File: config.mk
export PLATFORM = sky130hd
export DESIGN_NAME = lcfp_protect
export DESIGN_NICKNAME = d
export VERILOG_FILES = /design/src/rtl/lcfp_pkg.sv /design/src/rtl/lcfp_chan.sv /design/src/rtl/lcfp_protect.sv
export SDC_FILE = /design/constraint.sdc
export NUM_CORES = 2
export LEC_CHECK = 0
export BUFFER_PORTS_ARGS = -buffer_cell sky130_fd_sc_hd__buf_4
export CELL_PAD_IN_SITES_DETAIL_PLACEMENT = 1
export CELL_PAD_IN_SITES_GLOBAL_PLACEMENT = 1
export CORE_UTILIZATION = 36
export CTS_BUF_LIST = sky130_fd_sc_hd__clkbuf_4 sky130_fd_sc_hd__clkbuf_8
export DETAILED_ROUTE_END_ITERATION = 8
export PLACE_DENSITY = 0.69
export SLEW_MARGIN = 25
export SYNTH_ARGS = -nofsm -noshare
export SYNTH_HDL_FRONTEND = slang
export SYNTH_SLANG_ARGS = --single-unit
export TNS_END_PERCENT = 20
File: constraint.sdc
create_clock -name mclk_i -period 4.5 [get_ports mclk_i]
set_clock_uncertainty 0.1 [all_clocks]
set_input_delay 0.675 -clock mclk_i [delete_from_list [all_inputs] [get_ports mclk_i]]
set_output_delay 0.675 -clock mclk_i [all_outputs]
set_load 0.01 [all_outputs]
File: src/rtl/lcfp_pkg.sv
// Function
// - undervoltage or enable low forces shutdown
// - bits 12:10 pick short drain threshold
// - bits 13,15 set: shorted channel switched off
// - bits 13,14,15 set: shorted channel retried
// - retry interval one millisecond per count
// - bits 9:8 pick short count 1/6/11/15
// - bit 6 enables open detection
// - bit 7 enables open retry behaviour
// - bits 6,5 set: open channel latched off
// - bits 6,7 set: open channel DAC maximum
// - over-temperature pulls fault pin low
// - bit 3 clear: no over-temperature shutoff
// - bit 3 set: over-temperature switches current off
// - serial data out released unless driving data
// - forty channels checked independently
package lcfp_pkg;
   localparam int          LCFP_NUM_CH       = 40;
   localparam logic [7:0]  LCFP_ADDR_CFG     = 8'h5d;
   localparam logic [7:0]  LCFP_ADDR_RETRY   = 8'h75;
   localparam logic [7:0]  LCFP_ADDR_STAT    = 8'h64;
   localparam logic [7:0]  LCFP_ADDR_CURON   = 8'h5e;
   localparam int          LCFP_SHORT_ARM    = 15;
   localparam int          LCFP_SHORT_RETRY  = 14;
   localparam int          LCFP_SHORT_EN     = 13;
   localparam int          LCFP_LVL_HI       = 12;
   localparam int          LCFP_LVL_LO       = 10;
   localparam int          LCFP_DEB_HI       = 9;
   localparam int          LCFP_DEB_LO       = 8;
   localparam int          LCFP_OPEN_RETRY   = 7;
   localparam int          LCFP_OPEN_EN      = 6;
   localparam int          LCFP_OPEN_AUTO    = 5;
   localparam int          LCFP_OTP_OFF      = 3;
   localparam int          LCFP_STAT_SHORT   = 0;
   localparam int          LCFP_STAT_OPEN    = 1;
   localparam int          LCFP_STAT_OTP     = 4;
   localparam logic [15:0] LCFP_CFG_RST      = 16'h0000;
   localparam logic [10:0] LCFP_RETRY_RST    = 11'h000;
   localparam logic        LCFP_CURON_RST    = 1'b0;
   localparam logic [3:0]  LCFP_DEB_1        = 4'h1;
   localparam logic [3:0]  LCFP_DEB_6        = 4'h6;
   localparam logic [3:0]  LCFP_DEB_11       = 4'hb;
   localparam logic [3:0]  LCFP_DEB_15       = 4'hf;
   localparam int          LCFP_CMD_BITS     = 16;
   localparam int          LCFP_FRAME_BITS   = 32;
   localparam int          LCFP_CLK_NS       = 10;
   localparam int          LCFP_RETRY_UNIT_NS = 1_000_000;
   localparam int          LCFP_MS_CYC       = LCFP_RETRY_UNIT_NS / LCFP_CLK_NS;

   typedef enum logic [2:0] {
      LCFP_RUN   = 3'b001,
      LCFP_LATCH = 3'b010,
      LCFP_WAIT  = 3'b100
   } lcfp_ch_st_t;

   function automatic logic [3:0] lcfp_deb_need(input logic [1:0] sel);
      case (sel)
         2'b00:   return LCFP_DEB_1;
         2'b01:   return LCFP_DEB_6;
         2'b10:   return LCFP_DEB_11;
         default: return LCFP_DEB_15;
      endcase
   endfunction
endpackage

File: src/rtl/lcfp_chan.sv
`timescale 1ns/10ps
`default_nettype none
module lcfp_chan
   import lcfp_pkg::*;
(
   // clock, reset
   input  wire logic        mclk_i,
   input  wire logic        rst_i,
   // control from the top
   input  wire logic        clr_i,
   input  wire logic        kill_i,
   input  wire logic        ms_tick_i,
   input  wire logic [15:0] cfg_i,
   input  wire logic [10:0] retry_i,
   input  wire logic [3:0]  need_i,
   // channel sense
   input  wire logic        pwm_on_i,
   input  wire logic        short_i,
   input  wire logic        open_i,
   // results
   output logic             off_o,
   output logic             dac_max_o,
   output logic             short_flt_o,
   output logic             open_flt_o
);
   typedef struct packed {
      lcfp_ch_st_t st;
      logic [3:0]  cnt;
      logic [10:0] timer;
      logic        seen;
      logic        pon_d;
      logic        why_open;
      logic        off;
      logic        dmax;
   } lcfp_chan_st_t;

   lcfp_chan_st_t q_reg, q_next;
   logic short_en, short_rty, open_en, open_auto, open_rty, pon_end;

   assign short_en  = cfg_i[LCFP_SHORT_ARM] & cfg_i[LCFP_SHORT_EN];
   assign short_rty = short_en & cfg_i[LCFP_SHORT_RETRY];
   assign open_en   = cfg_i[LCFP_OPEN_EN];
   assign open_auto = open_en & cfg_i[LCFP_OPEN_AUTO];
   assign open_rty  = open_en & cfg_i[LCFP_OPEN_RETRY];
   assign pon_end   = q_reg.pon_d & ~pwm_on_i;

   always_comb begin
      q_next = q_reg;
      q_next.pon_d = pwm_on_i;
      if (clr_i) begin
         q_next.st   = LCFP_RUN;
         q_next.cnt  = 4'h0;
         q_next.seen = 1'b0;
         q_next.timer = 11'h000;
      end else begin
         case (q_reg.st)
            LCFP_RUN: begin
               if (pwm_on_i && short_i && short_en) begin
                  q_next.seen = 1'b1;
               end
               if (pon_end) begin
                  q_next.seen = 1'b0;
                  if (q_reg.seen) begin
                     if (5'(q_reg.cnt) + 5'h01 >= 5'(need_i)) begin
                        q_next.cnt = 4'h0;
                        q_next.why_open = 1'b0;
                        q_next.timer = retry_i;
                        q_next.st = short_rty ? LCFP_WAIT : LCFP_LATCH;
                     end else begin
                        q_next.cnt = q_reg.cnt + 4'h1;
                     end
                  end else begin
                     q_next.cnt = 4'h0;
                  end
               end
               // open latch wins over a short decision in the same cycle
               if (open_auto && open_i && pwm_on_i) begin
                  q_next.st = LCFP_LATCH;
                  q_next.why_open = 1'b1;
               end
            end
            LCFP_LATCH: q_next.st = LCFP_LATCH;
            LCFP_WAIT: begin
               // zero interval re-enables on the next cycle
               if (q_reg.timer == 11'h000) begin
                  q_next.st = LCFP_RUN;
                  q_next.seen = 1'b0;
               end else if (ms_tick_i) begin
                  q_next.timer = q_reg.timer - 11'h001;
               end
            end
            default: q_next.st = LCFP_RUN;
         endcase
      end
      q_next.off  = kill_i | (q_next.st != LCFP_RUN);
      q_next.dmax = open_rty & open_i;
   end

   always_ff @(posedge mclk_i) begin
      if (rst_i) begin
         // sinks stay off while reset is held, the shutdown path takes over after release
         q_reg <= '{st: LCFP_RUN, off: 1'b1, default: '0};
      end else begin
         q_reg <= q_next;
      end
   end

   assign off_o       = q_reg.off;
   assign dac_max_o   = q_reg.dmax;
   assign short_flt_o = (q_reg.st != LCFP_RUN) & ~q_reg.why_open;
   assign open_flt_o  = (q_reg.st != LCFP_RUN) & q_reg.why_open;
endmodule
`default_nettype wire

File: src/rtl/lcfp_protect.sv
`timescale 1ns/10ps
`default_nettype none
module lcfp_protect
   import lcfp_pkg::*;
#(
   parameter int unsigned MS_CYCLES = LCFP_MS_CYC
)(
   // clock, reset
   input  wire logic                   mclk_i,
   input  wire logic                   rst_i,
   // power and temperature sense pins
   input  wire logic                   en_i,
   input  wire logic                   uvlo_i,
   input  wire logic                   otp_i,
   // serial port
   input  wire logic                   serial_select_n_i,
   input  wire logic                   spi_clk_i,
   input  wire logic                   sdi_i,
   output logic                        sdo_o,
   output logic                        sdo_oe_o,
   // open-drain fault pin
   output logic                        fault_o,
   output logic                        fault_oe_o,
   // channel sense
   input  wire logic [LCFP_NUM_CH-1:0] pwm_on_i,
   input  wire logic [LCFP_NUM_CH-1:0] short_det_i,
   input  wire logic [LCFP_NUM_CH-1:0] open_det_i,
   // channel control
   output logic [LCFP_NUM_CH-1:0]      ch_off_o,
   output logic [LCFP_NUM_CH-1:0]      dac_max_o,
   output logic [2:0]                  short_level_o,
   output logic                        shutdown_o
);
   typedef struct packed {
      logic                   cs1, cs2;
      logic                   ck1, ck2, ck3;
      logic                   di1, di2;
      logic                   en1, en2;
      logic                   uv1, uv2;
      logic                   ot1, ot2;
      logic [LCFP_NUM_CH-1:0] sh1, sh2;
      logic [LCFP_NUM_CH-1:0] op1, op2;
      logic [5:0]             bitcnt;
      logic [15:0]            shreg;
      logic [15:0]            obuf;
      logic                   rd;
      logic [7:0]             addr;
      logic                   sdo;
      logic                   sdo_oe;
      logic [15:0]            cfg;
      logic [10:0]            rtry;
      logic                   curon;
      logic [16:0]            div;
      logic                   tick;
      logic                   foe;
      logic                   fo;
      logic                   shut;
   } lcfp_top_st_t;

   lcfp_top_st_t q_reg, q_next;

   logic                   clr, kill, any_s, any_o, rise, fall;
   logic [3:0]             need;
   logic [7:0]             cmd_addr;
   logic [15:0]            word;
   logic [LCFP_NUM_CH-1:0] ch_short, ch_open;

   function automatic logic [15:0] rd_mux(input logic [7:0]  a,
                                         input logic [15:0] c,
                                         input logic [10:0] r,
                                         input logic        on,
                                         input logic        ot,
                                         input logic        fs,
                                         input logic        fo);
      logic [15:0] d;
      d = 16'h0000;
      case (a)
         LCFP_ADDR_CFG:   d = c;
         LCFP_ADDR_RETRY: d = {5'h00, r};
         LCFP_ADDR_CURON: d = {15'h0000, on};
         LCFP_ADDR_STAT: begin
            d[LCFP_STAT_SHORT] = fs;
            d[LCFP_STAT_OPEN]  = fo;
            d[LCFP_STAT_OTP]   = ot;
         end
         default: d = 16'h0000;
      endcase
      return d;
   endfunction

   // edges taken from the second and third stages, never the first
   assign rise     = q_reg.ck2 & ~q_reg.ck3;
   assign fall     = ~q_reg.ck2 & q_reg.ck3;
   assign word     = {q_reg.shreg[14:0], q_reg.di2};
   assign cmd_addr = word[7:0];
   assign any_s    = |ch_short;
   assign any_o    = |ch_open;
   assign need     = lcfp_deb_need(q_reg.cfg[LCFP_DEB_HI:LCFP_DEB_LO]);
   assign clr      = q_reg.shut | ~q_reg.curon;
   assign kill     = clr | (q_reg.ot2 & q_reg.cfg[LCFP_OTP_OFF]);

   always_comb begin
      q_next = q_reg;
      q_next.cs1 = serial_select_n_i;
      q_next.cs2 = q_reg.cs1;
      q_next.ck1 = spi_clk_i;
      q_next.ck2 = q_reg.ck1;
      q_next.ck3 = q_reg.ck2;
      q_next.di1 = sdi_i;
      q_next.di2 = q_reg.di1;
      q_next.en1 = en_i;
      q_next.en2 = q_reg.en1;
      q_next.uv1 = uvlo_i;
      q_next.uv2 = q_reg.uv1;
      q_next.ot1 = otp_i;
      q_next.ot2 = q_reg.ot1;
      q_next.sh1 = short_det_i;
      q_next.sh2 = q_reg.sh1;
      q_next.op1 = open_det_i;
      q_next.op2 = q_reg.op1;
      q_next.shut = ~q_reg.en2 | q_reg.uv2;
      q_next.foe  = q_reg.ot2;
      q_next.fo   = 1'b0;
      q_next.tick = 1'b0;
      if (q_reg.div == 17'(MS_CYCLES - 1)) begin
         q_next.div  = 17'h0_0000;
         q_next.tick = 1'b1;
      end else begin
         q_next.div = q_reg.div + 17'h0_0001;
      end
      if (q_reg.shut) begin
         // shutdown drops every setting, the host reprograms after standby
         q_next.cfg    = LCFP_CFG_RST;
         q_next.rtry   = LCFP_RETRY_RST;
         q_next.curon  = LCFP_CURON_RST;
         q_next.bitcnt = 6'h00;
         q_next.rd     = 1'b0;
         q_next.sdo_oe = 1'b0;
      end else if (q_reg.cs2) begin
         q_next.bitcnt = 6'h00;
         q_next.rd     = 1'b0;
         q_next.sdo_oe = 1'b0;
      end else begin
         if (rise && q_reg.bitcnt < 6'(LCFP_FRAME_BITS)) begin
            q_next.shreg  = word;
            q_next.bitcnt = q_reg.bitcnt + 6'h01;
            if (q_reg.bitcnt == 6'(LCFP_CMD_BITS - 1)) begin
               q_next.rd   = word[15];
               q_next.addr = cmd_addr;
               q_next.obuf = rd_mux(cmd_addr, q_reg.cfg, q_reg.rtry, q_reg.curon,
                                    q_reg.ot2, any_s, any_o);
            end
            if (q_reg.bitcnt == 6'(LCFP_FRAME_BITS - 1) && !q_reg.rd) begin
               case (q_reg.addr)
                  LCFP_ADDR_CFG:   q_next.cfg   = word;
                  LCFP_ADDR_RETRY: q_next.rtry  = word[10:0];
                  LCFP_ADDR_CURON: q_next.curon = word[0];
                  default:         q_next.cfg   = q_reg.cfg;
               endcase
            end
         end
         if (fall && q_reg.rd && q_reg.bitcnt >= 6'(LCFP_CMD_BITS)) begin
            q_next.sdo    = q_reg.obuf[15];
            q_next.obuf   = {q_reg.obuf[14:0], 1'b0};
            q_next.sdo_oe = 1'b1;
         end
      end
   end

   always_ff @(posedge mclk_i) begin
      if (rst_i) begin
         q_reg <= '{cs1: 1'b1, cs2: 1'b1, shut: 1'b1, default: '0};
      end else begin
         q_reg <= q_next;
      end
   end

   for (genvar g = 0; g < LCFP_NUM_CH; g++) begin : g_ch
      lcfp_chan u_chan (
         .mclk_i      (mclk_i),
         .rst_i       (rst_i),
         .clr_i       (clr),
         .kill_i      (kill),
         .ms_tick_i   (q_reg.tick),
         .cfg_i       (q_reg.cfg),
         .retry_i     (q_reg.rtry),
         .need_i      (need),
         .pwm_on_i    (pwm_on_i[g]),
         .short_i     (q_reg.sh2[g]),
         .open_i      (q_reg.op2[g]),
         .off_o       (ch_off_o[g]),
         .dac_max_o   (dac_max_o[g]),
         .short_flt_o (ch_short[g]),
         .open_flt_o  (ch_open[g])
      );
   end

   assign sdo_o         = q_reg.sdo;
   assign sdo_oe_o      = q_reg.sdo_oe;
   assign fault_o       = q_reg.fo;
   assign fault_oe_o    = q_reg.foe;
   assign short_level_o = q_reg.cfg[LCFP_LVL_HI:LCFP_LVL_LO];
   assign shutdown_o    = q_reg.shut;
endmodule
`default_nettype wire

==> flow_metrics.py <==
metrics = {
    "outcome": {
        "run_status": "completed",
    },
    "run": {
        "timing.max_cap.violations": 0,
    },
    "floorplanning": {
        "die_h_um": 419,
        "floorplan.die.width_um": 419,
        "core_region_area_sq_um": 172000,
        "die-area_sq_um": 175000,
        "start_util": 0.363,
        "floorplan.rows": 152,
        "floorplan.io_pins": 216,
    },
    "critical_path": {
        "worstRegToRegCells": 10,
        "criticalPathCategory": "reg -> reg",
        "setup.worst_path.start_class": "flip-flop",
        "cp-end-kind": "flip-flop",
        "timing.critical_path.fanout_max": 31,
        "rrSetupSlack_ns": 0.82,
        "critPathRequiredTime_ns": 5.25,
        "critical-path-max-stage-delay_ns": 0.52,
        "arrival_ns": 4.43,
        "cp_cell_sequence": "clkinv_2 -> buf_4 -> ha_1 -> inv_1 -> a21o_1 -> o21ai_0 -> a32o_1 -> and2_1 -> o21ai_0 -> a32o_1",
        "worst_path_max_delay_cell": "sky130_fd_sc_hd__and2_1",
    },
    "timing": {
        "worst_slew_margin_rel": 0.245,
        "setup_viol": 0,
        "grt_setup_unrepaired": "false",
        "fin_tns_setup_ns": 0,
        "timing_hold_violations_final": 0,
        "post-route-min-period_ns": 3.68,
        "worst_pin_slew_ns": 1.13,
        "maxSlewViolCount": 0,
        "finalCritPeriodShare": 0.817,
        "fmax_ghz": 0.272,
    },
    "final_layout": {
        "instances_no_fill": 10550,
        "multiInputGateArea_sq_um": 35500,
        "layout-drive-gt1-share": 0.112,
        "fill_cells": 20616,
        "largest_register_ff_count": 840,
        "ff_latch_area_sq_um": 23800,
        "layout-area-overhead-vs-synth_pct": 15.7,
        "fin_nets": 8385,
    },
    "clocking": {
        "cts_inserted_buffers": 215,
        "insertion_delay_ns": 1.01,
        "cts_root_buffer": "sky130_fd_sc_hd__clkbuf_8",
        "clock_tree.buffer_depth": 3,
        "htree_levels": 4,
        "postCtsSetupRepairBufs": 0,
        "tritoncts": "yes",
        "clk_transition_reported_paths_ns": 0.06,
        "total_clock_sinks": 1189,
    },
    "detailed_routing": {
        "detail_route.iter0.violations": 4694,
        "detailedRoute.firstPassIterationCount": 6,
        "totalWireLength_um": 239000,
        "drt_drc_violations_left": 0,
        "antenna_left": 0,
        "vias_per_cell": 5.83,
        "routed-via-count": 61486,
        "detail_route.wl_per_cell_um": 22.7,
    },
    "global_route": {
        "first_global_vias": 61694,
        "grt_antenna_before_repair": 9,
        "grt.overflow.total": 0,
        "grt_max_degree": 111,
        "grt_usage": 0.265,
        "grt_first_pass_wirelength_um": 366000,
    },
    "power_and_ir_drop": {
        "vdd.ir_drop.worst_v": 0.000328,
        "pwr_density_cell_nw_per_um2": 320,
        "power_leakage_nw": 25.8,
        "p_total_mw": 23.2,
    },
    "synthesis": {
        "synth_enable_flop_cells": 0,
        "syn_area_per_cell_sq_um": 7.89,
        "ys.warnings.count": 0,
        "synth.ff_latch_count": 1189,
        "synth_nets": 8249,
        "synthArstFlopShare": 0,
        "synth_sequential_area_ratio": 0.381,
        "post_synth_inst_count": 7919,
        "postSynth.topFlopCell": "sky130_fd_sc_hd__dfxtp_1",
        "netlist-cell-type-count": 101,
        "synthesis.area_sq_um": 62500,
    },
    "place": {
        "gp_congestion": 0.873,
        "port_buffers": 214,
        "place_hpwl_um": 156000,
        "place.detailed.instances": 10019,
    },
    "worst_hold_path": {
        "hold_class": "reg -> reg",
        "hold_depth": 1,
    },
}
==> cell usage in the layout (no fill, tap or decap), drive strengths merged, types with 39 or more instances in the layout <==
cell and n:
dfxtp 1189, nor2 859, nand2 682, o21ai 619, a21oi 513, nand3 420, buf 376, clkbuf 340
nor2b 314, ha 202, nor3 198, inv 198, a22oi 186, nand2b 177, a31oi 171, dlygate4sd3 129
and2 120, xnor2 108, a32o 93, or3 79, nor3b 74, nor4 73, and3 73, nand4 69
a211oi 65, o211ai 63, o31ai 61, or4 54, o22ai 49, nand3b 46, a32oi 44, xor2 41
a221oi 39
==> worst max-delay path: cells and delay by family (launching register included) <==
family,cells,cell delay (ns)
AOI/OAI and AO/OA,5,1.39
and+or+nand+nor,1,0.52
DFF,1,0.47
buffers and inverters,3,0.61
adders and majority gates,1,0.42
==> cells by family (layout without fill, tap and decap cells) <==
| logic type | count (synthesis) | in the layout | synth area share |
|---|---|---|---|
| multiplexers | 39 | 39 | 0.00627 |
| AO/OA/AOI/OAI | 2220 | 2220 | 0.230 |
| AND/OR/NAND/NOR | 3332 | 3332 | 0.267 |
| XOR/XNOR | 149 | 149 | 0.0209 |
| buffers and inverters | 778 | 1096 | 0.0528 |
| adder cells (fa/ha/maj) | 211 | 211 | 0.0419 |
| flip-flops | 1189 | 1189 | 0.381 |
| other | 1 | 4 | 0.0000600 |
==> power breakdown <==
group,total (mW),internal [mW],switching [mW],leakage [nW]
Sequential,10.7,10.6,0.0434,9.64
Combinational,0.517,0.237,0.281,13.4
Clock,12.0,6.91,5.09,2.68
Total,23.2,17.8,5.41,25.8
==> what timing repair did <==
item | in CTS | in global routing
hold endpoints to repair | 178 | 0
setup endpoints to repair | 0 | 0
resized for setup | 0 | 0
hold buffers | 129 | 0
==> Yosys cell counts, types with 23 or more instances <==
| master | n | area share |
|---|---|---|
| sky130_fd_sc_hd__a211oi_1 | 64 | 0.0077 |
| sky130_fd_sc_hd__a21o_1 | 35 | 0.0042 |
| sky130_fd_sc_hd__a21oi_1 | 510 | 0.041 |
| sky130_fd_sc_hd__a221oi_1 | 39 | 0.0055 |
| sky130_fd_sc_hd__a22o_1 | 25 | 0.0035 |
| sky130_fd_sc_hd__a22oi_1 | 185 | 0.022 |
| sky130_fd_sc_hd__a311oi_1 | 30 | 0.0042 |
| sky130_fd_sc_hd__a31o_2 | 29 | 0.0041 |
| sky130_fd_sc_hd__a31oi_1 | 170 | 0.017 |
| sky130_fd_sc_hd__a32o_1 | 93 | 0.015 |
| sky130_fd_sc_hd__a32oi_1 | 44 | 0.0062 |
| sky130_fd_sc_hd__and2_1 | 103 | 0.010 |
| sky130_fd_sc_hd__and3_1 | 73 | 0.0073 |
| sky130_fd_sc_hd__buf_1 | 41 | 0.0025 |
| sky130_fd_sc_hd__buf_2 | 32 | 0.0026 |
| sky130_fd_sc_hd__buf_4 | 85 | 0.010 |
| sky130_fd_sc_hd__clkbuf_1 | 425 | 0.026 |
| sky130_fd_sc_hd__dfxtp_1 | 1189 | 0.38 |
| sky130_fd_sc_hd__ha_1 | 202 | 0.040 |
| sky130_fd_sc_hd__inv_1 | 191 | 0.011 |
| sky130_fd_sc_hd__mux2i_1 | 38 | 0.0061 |
| sky130_fd_sc_hd__nand2_1 | 682 | 0.041 |
| sky130_fd_sc_hd__nand2b_1 | 177 | 0.018 |
| sky130_fd_sc_hd__nand3_1 | 420 | 0.034 |
| sky130_fd_sc_hd__nand3b_1 | 46 | 0.0055 |
| sky130_fd_sc_hd__nand4_1 | 69 | 0.0069 |
| sky130_fd_sc_hd__nor2_1 | 859 | 0.052 |
| sky130_fd_sc_hd__nor2b_1 | 314 | 0.031 |
| sky130_fd_sc_hd__nor3_1 | 195 | 0.016 |
| sky130_fd_sc_hd__nor3b_1 | 71 | 0.0085 |
| sky130_fd_sc_hd__nor4_1 | 73 | 0.0073 |
| sky130_fd_sc_hd__o211ai_1 | 63 | 0.0076 |
| sky130_fd_sc_hd__o21ai_0 | 610 | 0.049 |
| sky130_fd_sc_hd__o22ai_1 | 49 | 0.0049 |
| sky130_fd_sc_hd__o311ai_0 | 23 | 0.0032 |
| sky130_fd_sc_hd__o31ai_1 | 57 | 0.0068 |
| sky130_fd_sc_hd__o41ai_1 | 23 | 0.0032 |
| sky130_fd_sc_hd__or2_2 | 29 | 0.0029 |
| sky130_fd_sc_hd__or3_1 | 78 | 0.0078 |
| sky130_fd_sc_hd__or4_1 | 48 | 0.0058 |
| sky130_fd_sc_hd__xnor2_1 | 108 | 0.015 |
| sky130_fd_sc_hd__xor2_1 | 41 | 0.0057 |
==> layout make-up <==
type,count,area share
clock buffer,340,0.0595
tap,2310,0.0400
sequential,1189,0.330
clock inverter,59,0.0104
timing repair buffer,505,0.0594
multi-input combinational,5952,0.491
antenna,3,0.000104
inverter,192,0.00998
==> worst paths after layout <==
path | startpoint | to
worst max-delay path | q_reg[42] | g_ch[24].u_chan.q_reg[11]
worst min-delay path | q_reg[262] | shutdown_o
worst max register to register | q_reg[42] | g_ch[24].u_chan.q_reg[11]
worst min register to register | q_reg[262] | shutdown_o
==> layer usage <==
metal	vias to the layer above	share of wire	GRT usage
li1	28856	-	-
met2	1480	0.47	0.442
met3	460	0.048	0.0366
met1	30690	0.44	0.339
met4	0	0.044	0.120
met5	-	0	0
==> metrics by stage <==
stage	hold slack [ns]	worst slack, ns	utilization	area (sq um)
finish	0.270	0.822	0.420	72300
global route	0.295	0.569	0.420	72300
CTS	0.235	0.831	0.420	72300
detailed placement	0.254	0.865	0.383	65900
global placement	0.255	0.919	0.383	65900
floorplan	0.243	0.161	-	62500
(Power assumes the default switching activity.)
